[src/logic/byte_packer_consts.vh]
// Constants of the serial byte packet packer: register map, fields, codes.
// Assumes inclusion by bare name from the packer design files.
//
// Operation
// - Four marker policies: plain, one extra byte, two extra bytes, strip; plain default.
// - Policy has no effect while the first marker is disabled.
// - Plain policy flushes on marker and keeps marker bytes in the packet.
// - One-extra policy flushes after exactly one more byte, that byte included.
// - Two-extra policy flushes after exactly two more bytes, those included.
// - Strip policy flushes on marker but drops the matched marker bytes.
// - Idle flush time 0 to 65535 ms, default 0; zero disables idle flushing.
// - Nonzero idle time flushes the buffer after that many idle milliseconds.
// - Flush length 0, default, disables length flushing; markers, idle or full only.
// - Flush length 1 to 1024 flushes when the byte count reaches it.
// - Each marker has an enable, default off, and an eight-bit match value.
// - First marker alone matches one byte; both match first then second byte.
// - With markers on, bytes accumulate until marker seen, buffer full, flush length reached or idle time out.
`ifndef BYTE_PACKER_CONSTS_VH
`define BYTE_PACKER_CONSTS_VH

// Register byte offsets
`define OFS_CTRL      8'h00
`define OFS_MARK      8'h04
`define OFS_FLUSH_LEN 8'h08
`define OFS_IDLE_MS   8'h0c
`define OFS_STATUS    8'h10
`define OFS_PKT_CNT   8'h14

// Control fields
`define CTRL_M1_EN    0
`define CTRL_M2_EN    1
`define CTRL_POL_LO   2
`define CTRL_POL_HI   3
`define CTRL_SRST     31

// Marker value fields
`define MARK1_LO      0
`define MARK1_HI      7
`define MARK2_LO      8
`define MARK2_HI      15

// Status fields
`define STAT_EXTRA_LO 11
`define STAT_EXTRA_HI 12
`define STAT_BUSY     13

// Marker policies
`define POL_PLAIN     2'h0
`define POL_PLUS1     2'h1
`define POL_PLUS2     2'h2
`define POL_STRIP     2'h3

// Reset values
`define RST_POL       2'h0
`define RST_MARK      8'h00
`define RST_LEN       11'h000
`define RST_IDLE      16'h0000

// Engine states
`define ST_ACCEPT     1'b0
`define ST_DRAIN      1'b1

// Holding counts and extra-byte counts
`define HELD_NONE     2'h0
`define HELD_ONE      2'h1
`define HELD_TWO      2'h2
`define EXTRA_NONE    2'h0
`define EXTRA_ONE     2'h1
`define EXTRA_TWO     2'h2

`endif

[src/logic/pair_buffer.v]
// Two-entry buffer with valid and ready on both sides.
// Assumes one clock and an active-low asynchronous reset; clr_in empties it.
module pair_buffer #(
  parameter W = 9
) (
  input  wire         core_clk_in,   // System clock
  input  wire         resetn_in,     // Async reset, active low
  input  wire         clr_in,        // Sync empty
  input  wire [W-1:0] in_data_in,    // Fill data
  input  wire         in_valid_in,   // Fill valid
  output wire         in_ready_out,  // Room for a word
  output wire [W-1:0] out_data_out,  // Head word
  output wire         out_valid_out, // Head valid
  input  wire         out_ready_in   // Drain ready
);
  reg [W-1:0] head_ff;
  reg [W-1:0] tail_ff;
  reg         head_v_ff;
  reg         tail_v_ff;
  wire        push;
  wire        pop;

  // Handshakes
  assign push          = in_valid_in & ~tail_v_ff;
  assign pop           = head_v_ff & out_ready_in;
  assign in_ready_out  = ~tail_v_ff;
  assign out_data_out  = head_ff;
  assign out_valid_out = head_v_ff;

  // Entry update
  always @(posedge core_clk_in or negedge resetn_in) begin
    if (!resetn_in) begin
      head_ff   <= {W{1'b0}};
      tail_ff   <= {W{1'b0}};
      head_v_ff <= 1'b0;
      tail_v_ff <= 1'b0;
    end else if (clr_in) begin
      head_v_ff <= 1'b0;
      tail_v_ff <= 1'b0;
    end else if (pop) begin
      if (tail_v_ff) begin
        head_ff   <= tail_ff;
        tail_v_ff <= 1'b0;
      end else begin
        head_ff   <= in_data_in;
        head_v_ff <= push;
      end
    end else if (push) begin
      if (!head_v_ff) begin
        head_ff   <= in_data_in;
        head_v_ff <= 1'b1;
      end else begin
        tail_ff   <= in_data_in;
        tail_v_ff <= 1'b1;
      end
    end
  end
endmodule

[src/logic/byte_packer.v]
// Serial byte packet packer: collects received bytes into packets.
// Assumes an APB master, a byte source, a packet sink and a 1 ms tick pulse.
`include "byte_packer_consts.vh"

module byte_packer #(
  parameter DEPTH = 1024, // Packet buffer capacity in bytes
  parameter CW    = 11    // Byte count width
) (
  input  wire        core_clk_in,    // 40 MHz clock
  input  wire        resetn_in,      // Async reset, active low
  input  wire        psel_in,        // APB select
  input  wire        penable_in,     // APB enable
  input  wire        pwrite_in,      // APB write
  input  wire [7:0]  paddr_in,       // APB byte address
  input  wire [31:0] pwdata_in,      // APB write data
  output reg  [31:0] prdata_out,     // APB read data
  output reg         pready_out,     // APB ready
  output reg         pslverr_out,    // APB error, unmapped
  input  wire        ms_tick_in,     // One pulse per millisecond
  input  wire [7:0]  byte_data_in,   // Received byte
  input  wire        byte_valid_in,  // Byte valid
  output reg         byte_ready_out, // Byte taken when high
  output wire [7:0]  pkt_data_out,   // Packet byte
  output wire        pkt_last_out,   // Final byte of packet
  output wire        pkt_valid_out,  // Packet byte valid
  input  wire        pkt_ready_in    // Sink ready
);
  // Configuration
  reg          m1_en_ff;
  reg          m2_en_ff;
  reg  [1:0]   pol_ff;
  reg  [7:0]   mark1_ff;
  reg  [7:0]   mark2_ff;
  reg  [CW-1:0] flen_ff;
  reg  [15:0]  idle_ms_ff;
  reg          srst_ff;
  // Engine state
  reg          state_ff;
  reg  [CW-1:0] cnt_ff;
  reg  [1:0]   held_ff;
  reg  [7:0]   h_old_ff;
  reg  [7:0]   h_new_ff;
  reg          hit_ff;
  reg  [1:0]   extra_ff;
  reg  [15:0]  idle_cnt_ff;
  reg  [23:0]  q_ff;
  reg  [1:0]   qn_ff;
  reg          q_last_ff;
  reg  [15:0]  pkts_ff;
  // Next values
  reg          nxt_state;
  reg  [CW-1:0] nxt_cnt;
  reg  [1:0]   nxt_held;
  reg  [7:0]   nxt_h_old;
  reg  [7:0]   nxt_h_new;
  reg          nxt_hit;
  reg  [1:0]   nxt_extra;
  reg  [23:0]  nxt_q;
  reg  [1:0]   nxt_qn;
  reg          nxt_q_last;
  reg  [31:0]  nxt_rdata;
  reg          nxt_err;
  // Decode
  wire         acc;
  wire         two;
  wire         det;
  wire         len_hit;
  wire         full;
  wire         extra_done;
  wire         strip;
  wire         plain;
  wire         flush;
  wire         idle_fire;
  wire         drain_push;
  wire         fifo_ready;
  wire         setup_acc;
  wire         wr_en;
  wire         mapped;
  wire [CW-1:0] cnt_inc;

  // Byte lanes of the tail of a held sequence, first byte on top
  function [23:0] take_tail;
    input [23:0] seq;
    input [1:0]  n;
    begin
      case (n)
        2'h1:    take_tail = {seq[7:0], 16'h0000};
        2'h2:    take_tail = {seq[15:0], 8'h00};
        default: take_tail = seq;
      endcase
    end
  endfunction

  // APB decode; one wait state per access
  assign setup_acc = psel_in & penable_in & ~pready_out;
  assign wr_en     = psel_in & penable_in & pready_out & pwrite_in;
  assign mapped    = (paddr_in == `OFS_CTRL) | (paddr_in == `OFS_MARK) |
                     (paddr_in == `OFS_FLUSH_LEN) | (paddr_in == `OFS_IDLE_MS) |
                     (paddr_in == `OFS_STATUS) | (paddr_in == `OFS_PKT_CNT);

  // Byte acceptance and match terms
  assign acc     = byte_valid_in & byte_ready_out;
  assign cnt_inc = cnt_ff + {{(CW-1){1'b0}}, 1'b1};
  assign two     = m1_en_ff & m2_en_ff;
  assign det     = m1_en_ff & (extra_ff == `EXTRA_NONE) &
                   (two ? (hit_ff & (byte_data_in == mark2_ff)) : (byte_data_in == mark1_ff));
  assign len_hit = (flen_ff != `RST_LEN) & (cnt_inc == flen_ff);
  assign full    = (cnt_inc == DEPTH[CW-1:0]);
  assign extra_done = (extra_ff == `EXTRA_ONE);
  assign plain   = det & (pol_ff == `POL_PLAIN);
  assign strip   = det & (pol_ff == `POL_STRIP);
  assign flush   = plain | strip | extra_done | len_hit | full;
  assign idle_fire = (state_ff == `ST_ACCEPT) & ~acc & (idle_ms_ff != `RST_IDLE) &
                     (cnt_ff != `RST_LEN) & (idle_cnt_ff >= idle_ms_ff);
  assign drain_push = (state_ff == `ST_DRAIN) & fifo_ready;

  // Packer engine next state
  always @* begin
    nxt_state  = state_ff;
    nxt_cnt    = cnt_ff;
    nxt_held   = held_ff;
    nxt_h_old  = h_old_ff;
    nxt_h_new  = h_new_ff;
    nxt_hit    = hit_ff;
    nxt_extra  = extra_ff;
    nxt_q      = q_ff;
    nxt_qn     = qn_ff;
    nxt_q_last = q_last_ff;
    if (acc) begin
      nxt_q_last = flush;
      if (flush) begin
        nxt_cnt   = `RST_LEN;
        nxt_held  = `HELD_NONE;
        nxt_hit   = 1'b0;
        nxt_extra = `EXTRA_NONE;
        if (strip & two) begin
          nxt_q  = {h_old_ff, 16'h0000};
          nxt_qn = (held_ff == `HELD_TWO) ? `HELD_ONE : `HELD_NONE;
        end else if (strip) begin
          nxt_q  = take_tail({8'h00, h_old_ff, h_new_ff}, held_ff);
          nxt_qn = held_ff;
        end else begin
          nxt_q  = take_tail({h_old_ff, h_new_ff, byte_data_in}, held_ff + `HELD_ONE);
          nxt_qn = held_ff + `HELD_ONE;
        end
      end else begin
        nxt_cnt   = cnt_inc;
        nxt_h_old = h_new_ff;
        nxt_h_new = byte_data_in;
        nxt_held  = (held_ff == `HELD_TWO) ? `HELD_TWO : held_ff + `HELD_ONE;
        nxt_q     = {h_old_ff, 16'h0000};
        nxt_qn    = (held_ff == `HELD_TWO) ? `HELD_ONE : `HELD_NONE;
        nxt_hit   = two & (extra_ff == `EXTRA_NONE) & (byte_data_in == mark1_ff) & ~det;
        if (det & (pol_ff == `POL_PLUS1)) begin
          nxt_extra = `EXTRA_ONE;
        end else if (det & (pol_ff == `POL_PLUS2)) begin
          nxt_extra = `EXTRA_TWO;
        end else if (extra_ff != `EXTRA_NONE) begin
          nxt_extra = extra_ff - `EXTRA_ONE;
        end
      end
      nxt_state = (nxt_qn != `HELD_NONE) ? `ST_DRAIN : `ST_ACCEPT;
    end else if (idle_fire) begin
      nxt_q      = take_tail({8'h00, h_old_ff, h_new_ff}, held_ff);
      nxt_qn     = held_ff;
      nxt_q_last = 1'b1;
      nxt_cnt    = `RST_LEN;
      nxt_held   = `HELD_NONE;
      nxt_hit    = 1'b0;
      nxt_extra  = `EXTRA_NONE;
      nxt_state  = `ST_DRAIN;
    end else if (drain_push) begin
      nxt_q     = {q_ff[15:0], 8'h00};
      nxt_qn    = qn_ff - `HELD_ONE;
      nxt_state = (qn_ff == `HELD_ONE) ? `ST_ACCEPT : `ST_DRAIN;
    end
  end

  // Engine registers
  always @(posedge core_clk_in or negedge resetn_in) begin
    if (!resetn_in) begin
      state_ff       <= `ST_ACCEPT;
      cnt_ff         <= `RST_LEN;
      held_ff        <= `HELD_NONE;
      h_old_ff       <= 8'h00;
      h_new_ff       <= 8'h00;
      hit_ff         <= 1'b0;
      extra_ff       <= `EXTRA_NONE;
      idle_cnt_ff    <= 16'h0000;
      q_ff           <= 24'h000000;
      qn_ff          <= `HELD_NONE;
      q_last_ff      <= 1'b0;
      pkts_ff        <= 16'h0000;
      byte_ready_out <= 1'b0;
    end else if (srst_ff) begin
      state_ff       <= `ST_ACCEPT;
      cnt_ff         <= `RST_LEN;
      held_ff        <= `HELD_NONE;
      hit_ff         <= 1'b0;
      extra_ff       <= `EXTRA_NONE;
      idle_cnt_ff    <= 16'h0000;
      qn_ff          <= `HELD_NONE;
      byte_ready_out <= 1'b0;
    end else begin
      state_ff       <= nxt_state;
      cnt_ff         <= nxt_cnt;
      held_ff        <= nxt_held;
      h_old_ff       <= nxt_h_old;
      h_new_ff       <= nxt_h_new;
      hit_ff         <= nxt_hit;
      extra_ff       <= nxt_extra;
      q_ff           <= nxt_q;
      qn_ff          <= nxt_qn;
      q_last_ff      <= nxt_q_last;
      // refuse bytes while soft reset lands
      byte_ready_out <= (nxt_state == `ST_ACCEPT) & ~(wr_en & (paddr_in == `OFS_CTRL) & pwdata_in[`CTRL_SRST]);
      if ((acc & flush) | idle_fire) begin
        pkts_ff <= pkts_ff + 16'h0001;
      end
      if (acc) begin
        idle_cnt_ff <= 16'h0000;
      end else if (ms_tick_in & (cnt_ff != `RST_LEN) & (idle_cnt_ff != 16'hffff)) begin
        idle_cnt_ff <= idle_cnt_ff + 16'h0001;
      end
    end
  end

  // Read data and error for the access phase
  always @* begin
    nxt_rdata = 32'h00000000;
    nxt_err   = ~mapped;
    case (paddr_in)
      `OFS_CTRL: begin
        nxt_rdata[`CTRL_M1_EN]                = m1_en_ff;
        nxt_rdata[`CTRL_M2_EN]                = m2_en_ff;
        nxt_rdata[`CTRL_POL_HI:`CTRL_POL_LO]  = pol_ff;
      end
      `OFS_MARK: begin
        nxt_rdata[`MARK1_HI:`MARK1_LO] = mark1_ff;
        nxt_rdata[`MARK2_HI:`MARK2_LO] = mark2_ff;
      end
      `OFS_FLUSH_LEN: nxt_rdata[CW-1:0] = flen_ff;
      `OFS_IDLE_MS:   nxt_rdata[15:0]   = idle_ms_ff;
      `OFS_STATUS: begin
        nxt_rdata[CW-1:0]                          = cnt_ff;
        nxt_rdata[`STAT_EXTRA_HI:`STAT_EXTRA_LO]   = extra_ff;
        nxt_rdata[`STAT_BUSY]                      = state_ff;
      end
      `OFS_PKT_CNT:   nxt_rdata[15:0]   = pkts_ff;
      default:        nxt_rdata         = 32'h00000000;
    endcase
  end

  // APB slave registers
  always @(posedge core_clk_in or negedge resetn_in) begin
    if (!resetn_in) begin
      pready_out  <= 1'b0;
      prdata_out  <= 32'h00000000;
      pslverr_out <= 1'b0;
      m1_en_ff    <= 1'b0;
      m2_en_ff    <= 1'b0;
      pol_ff      <= `RST_POL;
      mark1_ff    <= `RST_MARK;
      mark2_ff    <= `RST_MARK;
      flen_ff     <= `RST_LEN;
      idle_ms_ff  <= `RST_IDLE;
      srst_ff     <= 1'b0;
    end else begin
      pready_out <= setup_acc;
      srst_ff    <= wr_en & (paddr_in == `OFS_CTRL) & pwdata_in[`CTRL_SRST];
      if (setup_acc) begin
        prdata_out  <= pwrite_in ? 32'h00000000 : nxt_rdata;
        pslverr_out <= nxt_err;
      end else begin
        pslverr_out <= 1'b0;
      end
      if (wr_en) begin
        case (paddr_in)
          `OFS_CTRL: begin
            m1_en_ff <= pwdata_in[`CTRL_M1_EN];
            m2_en_ff <= pwdata_in[`CTRL_M2_EN];
            pol_ff   <= pwdata_in[`CTRL_POL_HI:`CTRL_POL_LO];
          end
          `OFS_MARK: begin
            mark1_ff <= pwdata_in[`MARK1_HI:`MARK1_LO];
            mark2_ff <= pwdata_in[`MARK2_HI:`MARK2_LO];
          end
          `OFS_FLUSH_LEN: flen_ff    <= pwdata_in[CW-1:0];
          `OFS_IDLE_MS:   idle_ms_ff <= pwdata_in[15:0];
          default:        srst_ff    <= 1'b0;
        endcase
      end
    end
  end

  // Output buffer absorbs sink stalls
  pair_buffer #(
    .W (9)
  ) u_out_buf (
    .core_clk_in   (core_clk_in),
    .resetn_in     (resetn_in),
    .clr_in        (srst_ff),
    .in_data_in    ({(qn_ff == `HELD_ONE) & q_last_ff, q_ff[23:16]}),
    .in_valid_in   (state_ff == `ST_DRAIN),
    .in_ready_out  (fifo_ready),
    .out_data_out  ({pkt_last_out, pkt_data_out}),
    .out_valid_out (pkt_valid_out),
    .out_ready_in  (pkt_ready_in)
  );
endmodule

[config.mk]
export PLATFORM = sky130hd
export DESIGN_NAME = byte_packer
export DESIGN_NICKNAME = d
export VERILOG_FILES = /design/src/logic/pair_buffer.v /design/src/logic/byte_packer.v
export VERILOG_INCLUDE_DIRS = /design/src /design/src/logic
export SDC_FILE = /design/constraint.sdc
export NUM_CORES = 1
export LEC_CHECK = 0
export BUFFER_PORTS_ARGS = -buffer_cell sky130_fd_sc_hd__buf_2
export CAP_MARGIN = 30
export CELL_PAD_IN_SITES_DETAIL_PLACEMENT = 0
export CELL_PAD_IN_SITES_GLOBAL_PLACEMENT = 1
export CORE_MARGIN = 5
export CORE_UTILIZATION = 50
export DETAILED_ROUTE_END_ITERATION = 10
export PLACE_DENSITY_LB_ADDON = 0.1
export SYNTH_ARGS = -nofsm -noshare
export SYNTH_HDL_FRONTEND = slang
export SYNTH_SLANG_ARGS = --single-unit
[constraint.sdc]
create_clock -name core_clk_in -period 9.3 [get_ports core_clk_in]
set_input_delay 2.325 -clock core_clk_in [delete_from_list [all_inputs] [get_ports core_clk_in]]
set_output_delay 2.325 -clock core_clk_in [all_outputs]
set_load 0.01 [all_outputs]
==> metrics.md <==
| Metric | Value |
|---|---|
| Status | complete, no violations |
| Critical Path RT | a little under 10 ns |
| Critical path endpoint category | register |
| Peak supply drop | 0.000150 V |
| Nets | 1,227 |
| HP Class | register to register |
| Slew @ Worst Pin | about 1 ns |
| Placement Cell Area | 11,000 um2 |
| Row cnt | 53 |
| DR vias | 8,618 |
| Minimum clock period | around 5.5 ns |
| Most numerous cell in the Yosys netlist | dfrtp_1 |
| Post-synth top area share | a little over two fifths |
| Overflow after GRT | 0 |
| Starting density of the core | between 50% and 60% |
| Initial antenna violation count | 0 |
| WL/cell | 21.1 um |
| Synth area leader | dfrtp_1 |
| Antenna cells | 0 |
| Max Cap Violations | 0 |
| TritonCTS Buffers | 17 |
| Die Footprint | 24,400 um2 |
| CP arrival | between 5 and 6 ns |
| Synthesis-to-finish area growth | 9.21% |
| Fillcell total | about 1,900 |
| Worst Skew | between 0.015 and 0.02 ns |
| Global-route wire length before repair | 48,400 um |
| Chip height | roughly 160 um |
| PortBufs | 69 |
| Setup TNS | 0 ns |
| Critical Path Fanout Max | 13 |
| CP startpoint kind | primary input |
| Post-synth top flop | dfrtp_1 |
| Finish-stage setup viols | 0 |
| Fmax | 0.182 GHz |
| Main area contributors after synthesis | dfrtp_1 (42%), mux2_2 (6.7%), mux2i_1 (4.6%), nand2_1 (3.7%), xnor2_1 (3.4%) |
| Layout cells sized above 1 | 16.3% |
| Post-Route WL | slightly above 30,000 um |
| P_leak | about 5.3 nW |
| Yosys warns | 0 |
| Root buffer cell | clkbuf_16 |
| Hold_buf cts | 0 |
| Top cell types by occurrence after synthesis | dfrtp_1 (179), nand2_1 (105), nor2_1 (90), a21oi_1 (71), clkbuf_1 (68) |
| Adder-Cell Fraction of Synth Area | 3.28% |
| Clk sinks | 179 |
| Asr flop ratio synth | between 90% and 100% |
| Ports | 101 |
| Max-slew headroom | 32.8% |
| H-tree depth | 4 |
| Endpoints failing hold | 0 |
| Final ANT Viol Nets | 0 |
| Post-synth EDFFs | 0 |
| Sequential area share after synthesis | 41.9% |
| DRC viols | 0 |
| Tcrit/Tclk final | 59.1% |
| Via density | 6.02 |
| RSZ-0062 raised after global routing | false |
| Core Box Area | approximately 21,000 um2 |
| Hpwl dp | 21,200 um |
| DRT iter0 DRCs | 672 |
| Synth Area in Simple Gates | 15.5% |
| Worst-Skew Late Latency | 0.44 ns |
| Largest net degree at the start of global routing | 71 |
| Postcts setup bufs | 0 |
| Drt first pass iters | 8 |
| Final slew viol count | 0 |
| Synthesis-stage register bit count | 179 |
| Syn Std Cell Area | 10,700 um2 |
| Register area | 4480 um2 |
| Finished layout cell area | 11,700 um2 |
| Post-cts resize count | 0 |
| Number of global-route vias before repair | 8,268 |
| Synth Area in Compound Gates | 16.7% |
| CTS tree | done |
| Power per standard cell area | 240 nW/um2 |
| Multiplexer share of the synthesized area | 11.3% |
| Syn Inst Count | 1,137 |
| GRT Resource Usage Total | 25.4% |
| Multi-input gate area | 5600 um2 |
| Syn Area/Cell | 9.41 um2 |
| Gpl congestion | 0.884 |
| DIE WIDTH | 156 um |
| Main combinational cell family by area after synthesis | compound AO/OA/AOI/OAI gates |
| Clock buffer depth | 2 |
| Crit Path Class | primary input to register |
| Yosys cell types | 70 |
| Synth Area in XOR/XNOR | 4.99% |
| Clock slew at reported path FFs | 0.08 ns |
==> sequential cells by signal, summed over array words and instances (netlist names), 2 cells and up <==
| name | cells |
|---|---|
| q_ff | 24 |
| idle_cnt_ff | 16 |
| idle_ms_ff | 16 |
| pkts_ff | 16 |
| prdata_out | 16 |
| cnt_ff | 11 |
| flen_ff | 11 |
| u_out_buf.out_data_out | 9 |
| u_out_buf.tail_ff | 9 |
| h_new_ff | 8 |
| h_old_ff | 8 |
| mark1_ff | 8 |
| mark2_ff | 8 |
| extra_ff | 2 |
| held_ff | 2 |
| pol_ff | 2 |
| qn_ff | 2 |
==> cell usage in the layout (no fill, tap or decap), types with 5 or more instances in the layout <==
cell / netlist / layout
dfrtp_1: 179 / 179
nand2_1: 105 / 105
nor2_1: 90 / 89
a21oi_1: 71 / 71
buf_2: 6 / 68
mux2_2: 64 / 64
inv_1: 49 / 49
mux2i_1: 49 / 49
o21ai_0: 45 / 45
xnor2_1: 41 / 41
nand3_1: 33 / 33
ha_1: 28 / 28
nand4_1: 25 / 25
a31oi_1: 23 / 23
a22o_1: 20 / 20
xor2_1: 20 / 20
clkbuf_16: 0 / 17
conb_1: 1 / 16
o22ai_1: 14 / 14
a22oi_1: 14 / 14
or3_1: 13 / 13
a221o_1: 11 / 11
and2_1: 10 / 10
nor3_1: 10 / 9
a221oi_1: 9 / 9
and3_1: 9 / 9
o211ai_1: 9 / 9
nor4_1: 8 / 8
nor3b_1: 8 / 8
o31ai_1: 7 / 7
buf_4: 19 / 7
nand3b_1: 6 / 6
and4_1: 6 / 6
nand2b_1: 5 / 5
a211oi_1: 5 / 5
clkinv_8: 0 / 5
==> per-stage QoR <==
| stage | power [mW] | util, % | setup slack (ns) | std cells | hold WS (ns) |
|---|---|---|---|---|---|
| after floorplan | 1.74 | - | 4.51 | 1152 | 0.445 |
| after global placement | 2.00 | 52.4 | 3.49 | 1398 | 0.460 |
| after detailed placement | 2.02 | 52.5 | 3.46 | 1399 | 0.468 |
| after CTS | 2.81 | 55.6 | 3.90 | 1431 | 0.487 |
| after global routing | 2.97 | 55.6 | 3.73 | 1431 | 0.502 |
| final | 2.81 | 55.6 | 3.80 | 1431 | 0.481 |
==> critical path: stages <==
cell and delay [ns]:
buf_2 0.20, xor2_1 0.19, nor3_1 0.52, or4b_1 0.55, a21oi_1 0.33, a311oi_2 0.14, a21boi_2 0.82, mux2_2 0.42
a221o_1 0.29
==> metal layers <==
layer | GRT usage, % | wire (um) | vias up | share of wire, %
li1 | - | - | 4068 | -
met1 | 38.5 | 14400 | 4239 | 47
met2 | 36.7 | 13100 | 278 | 43
met3 | 6.19 | 2390 | 33 | 7.9
met4 | 5.79 | 423 | 0 | 1.4
met5 | 0 | 0 | - | 0
==> worst paths after layout <==
check	start	end	slack, ns	depth (start not counted)
min in group asynchronous	resetn_in	idle_ms_ff[11]	1.86	1
worst min register to register	prdata_out[12]	prdata_out[12]	0.48	2
worst max register to register	idle_ms_ff[9]	q_ff[6]	5.23	10
worst min-delay path	prdata_out[12]	prdata_out[12]	0.48	2
worst max-delay path	byte_data_in[6]	q_ff[17]	3.80	9
max in group asynchronous	resetn_in	flen_ff[0]	6.07	2
==> logic make-up (layout without fill, tap and decap cells) <==
group                      after synthesis  after routing
adders and majority gates               28             28
other                                    1             16
and+or+nand+nor                        339            339
AOI/OAI and AO/OA                      261            261
muxes                                  113            113
DFF                                    179            179
xor gates and xnor gates                61             61
buffers and inverters                  155            159
==> final cells by class <==
cell class	instances	area share (%)
timing repair buffer	77	3.56
clock inverter	15	1.95
tap	275	2.95
sequential	179	38.3
clock buffer	17	3.64
multi-input combinational	818	48.0
inverter	50	1.61
==> power by group <==
group	internal, mW	switching [mW]	leakage, nW
combinational	0.340	0.581	2.62
sequential	0.911	0.181	2.41
clock	0.420	0.375	0.313
Note: power is estimated with default switching activity, not from simulation.
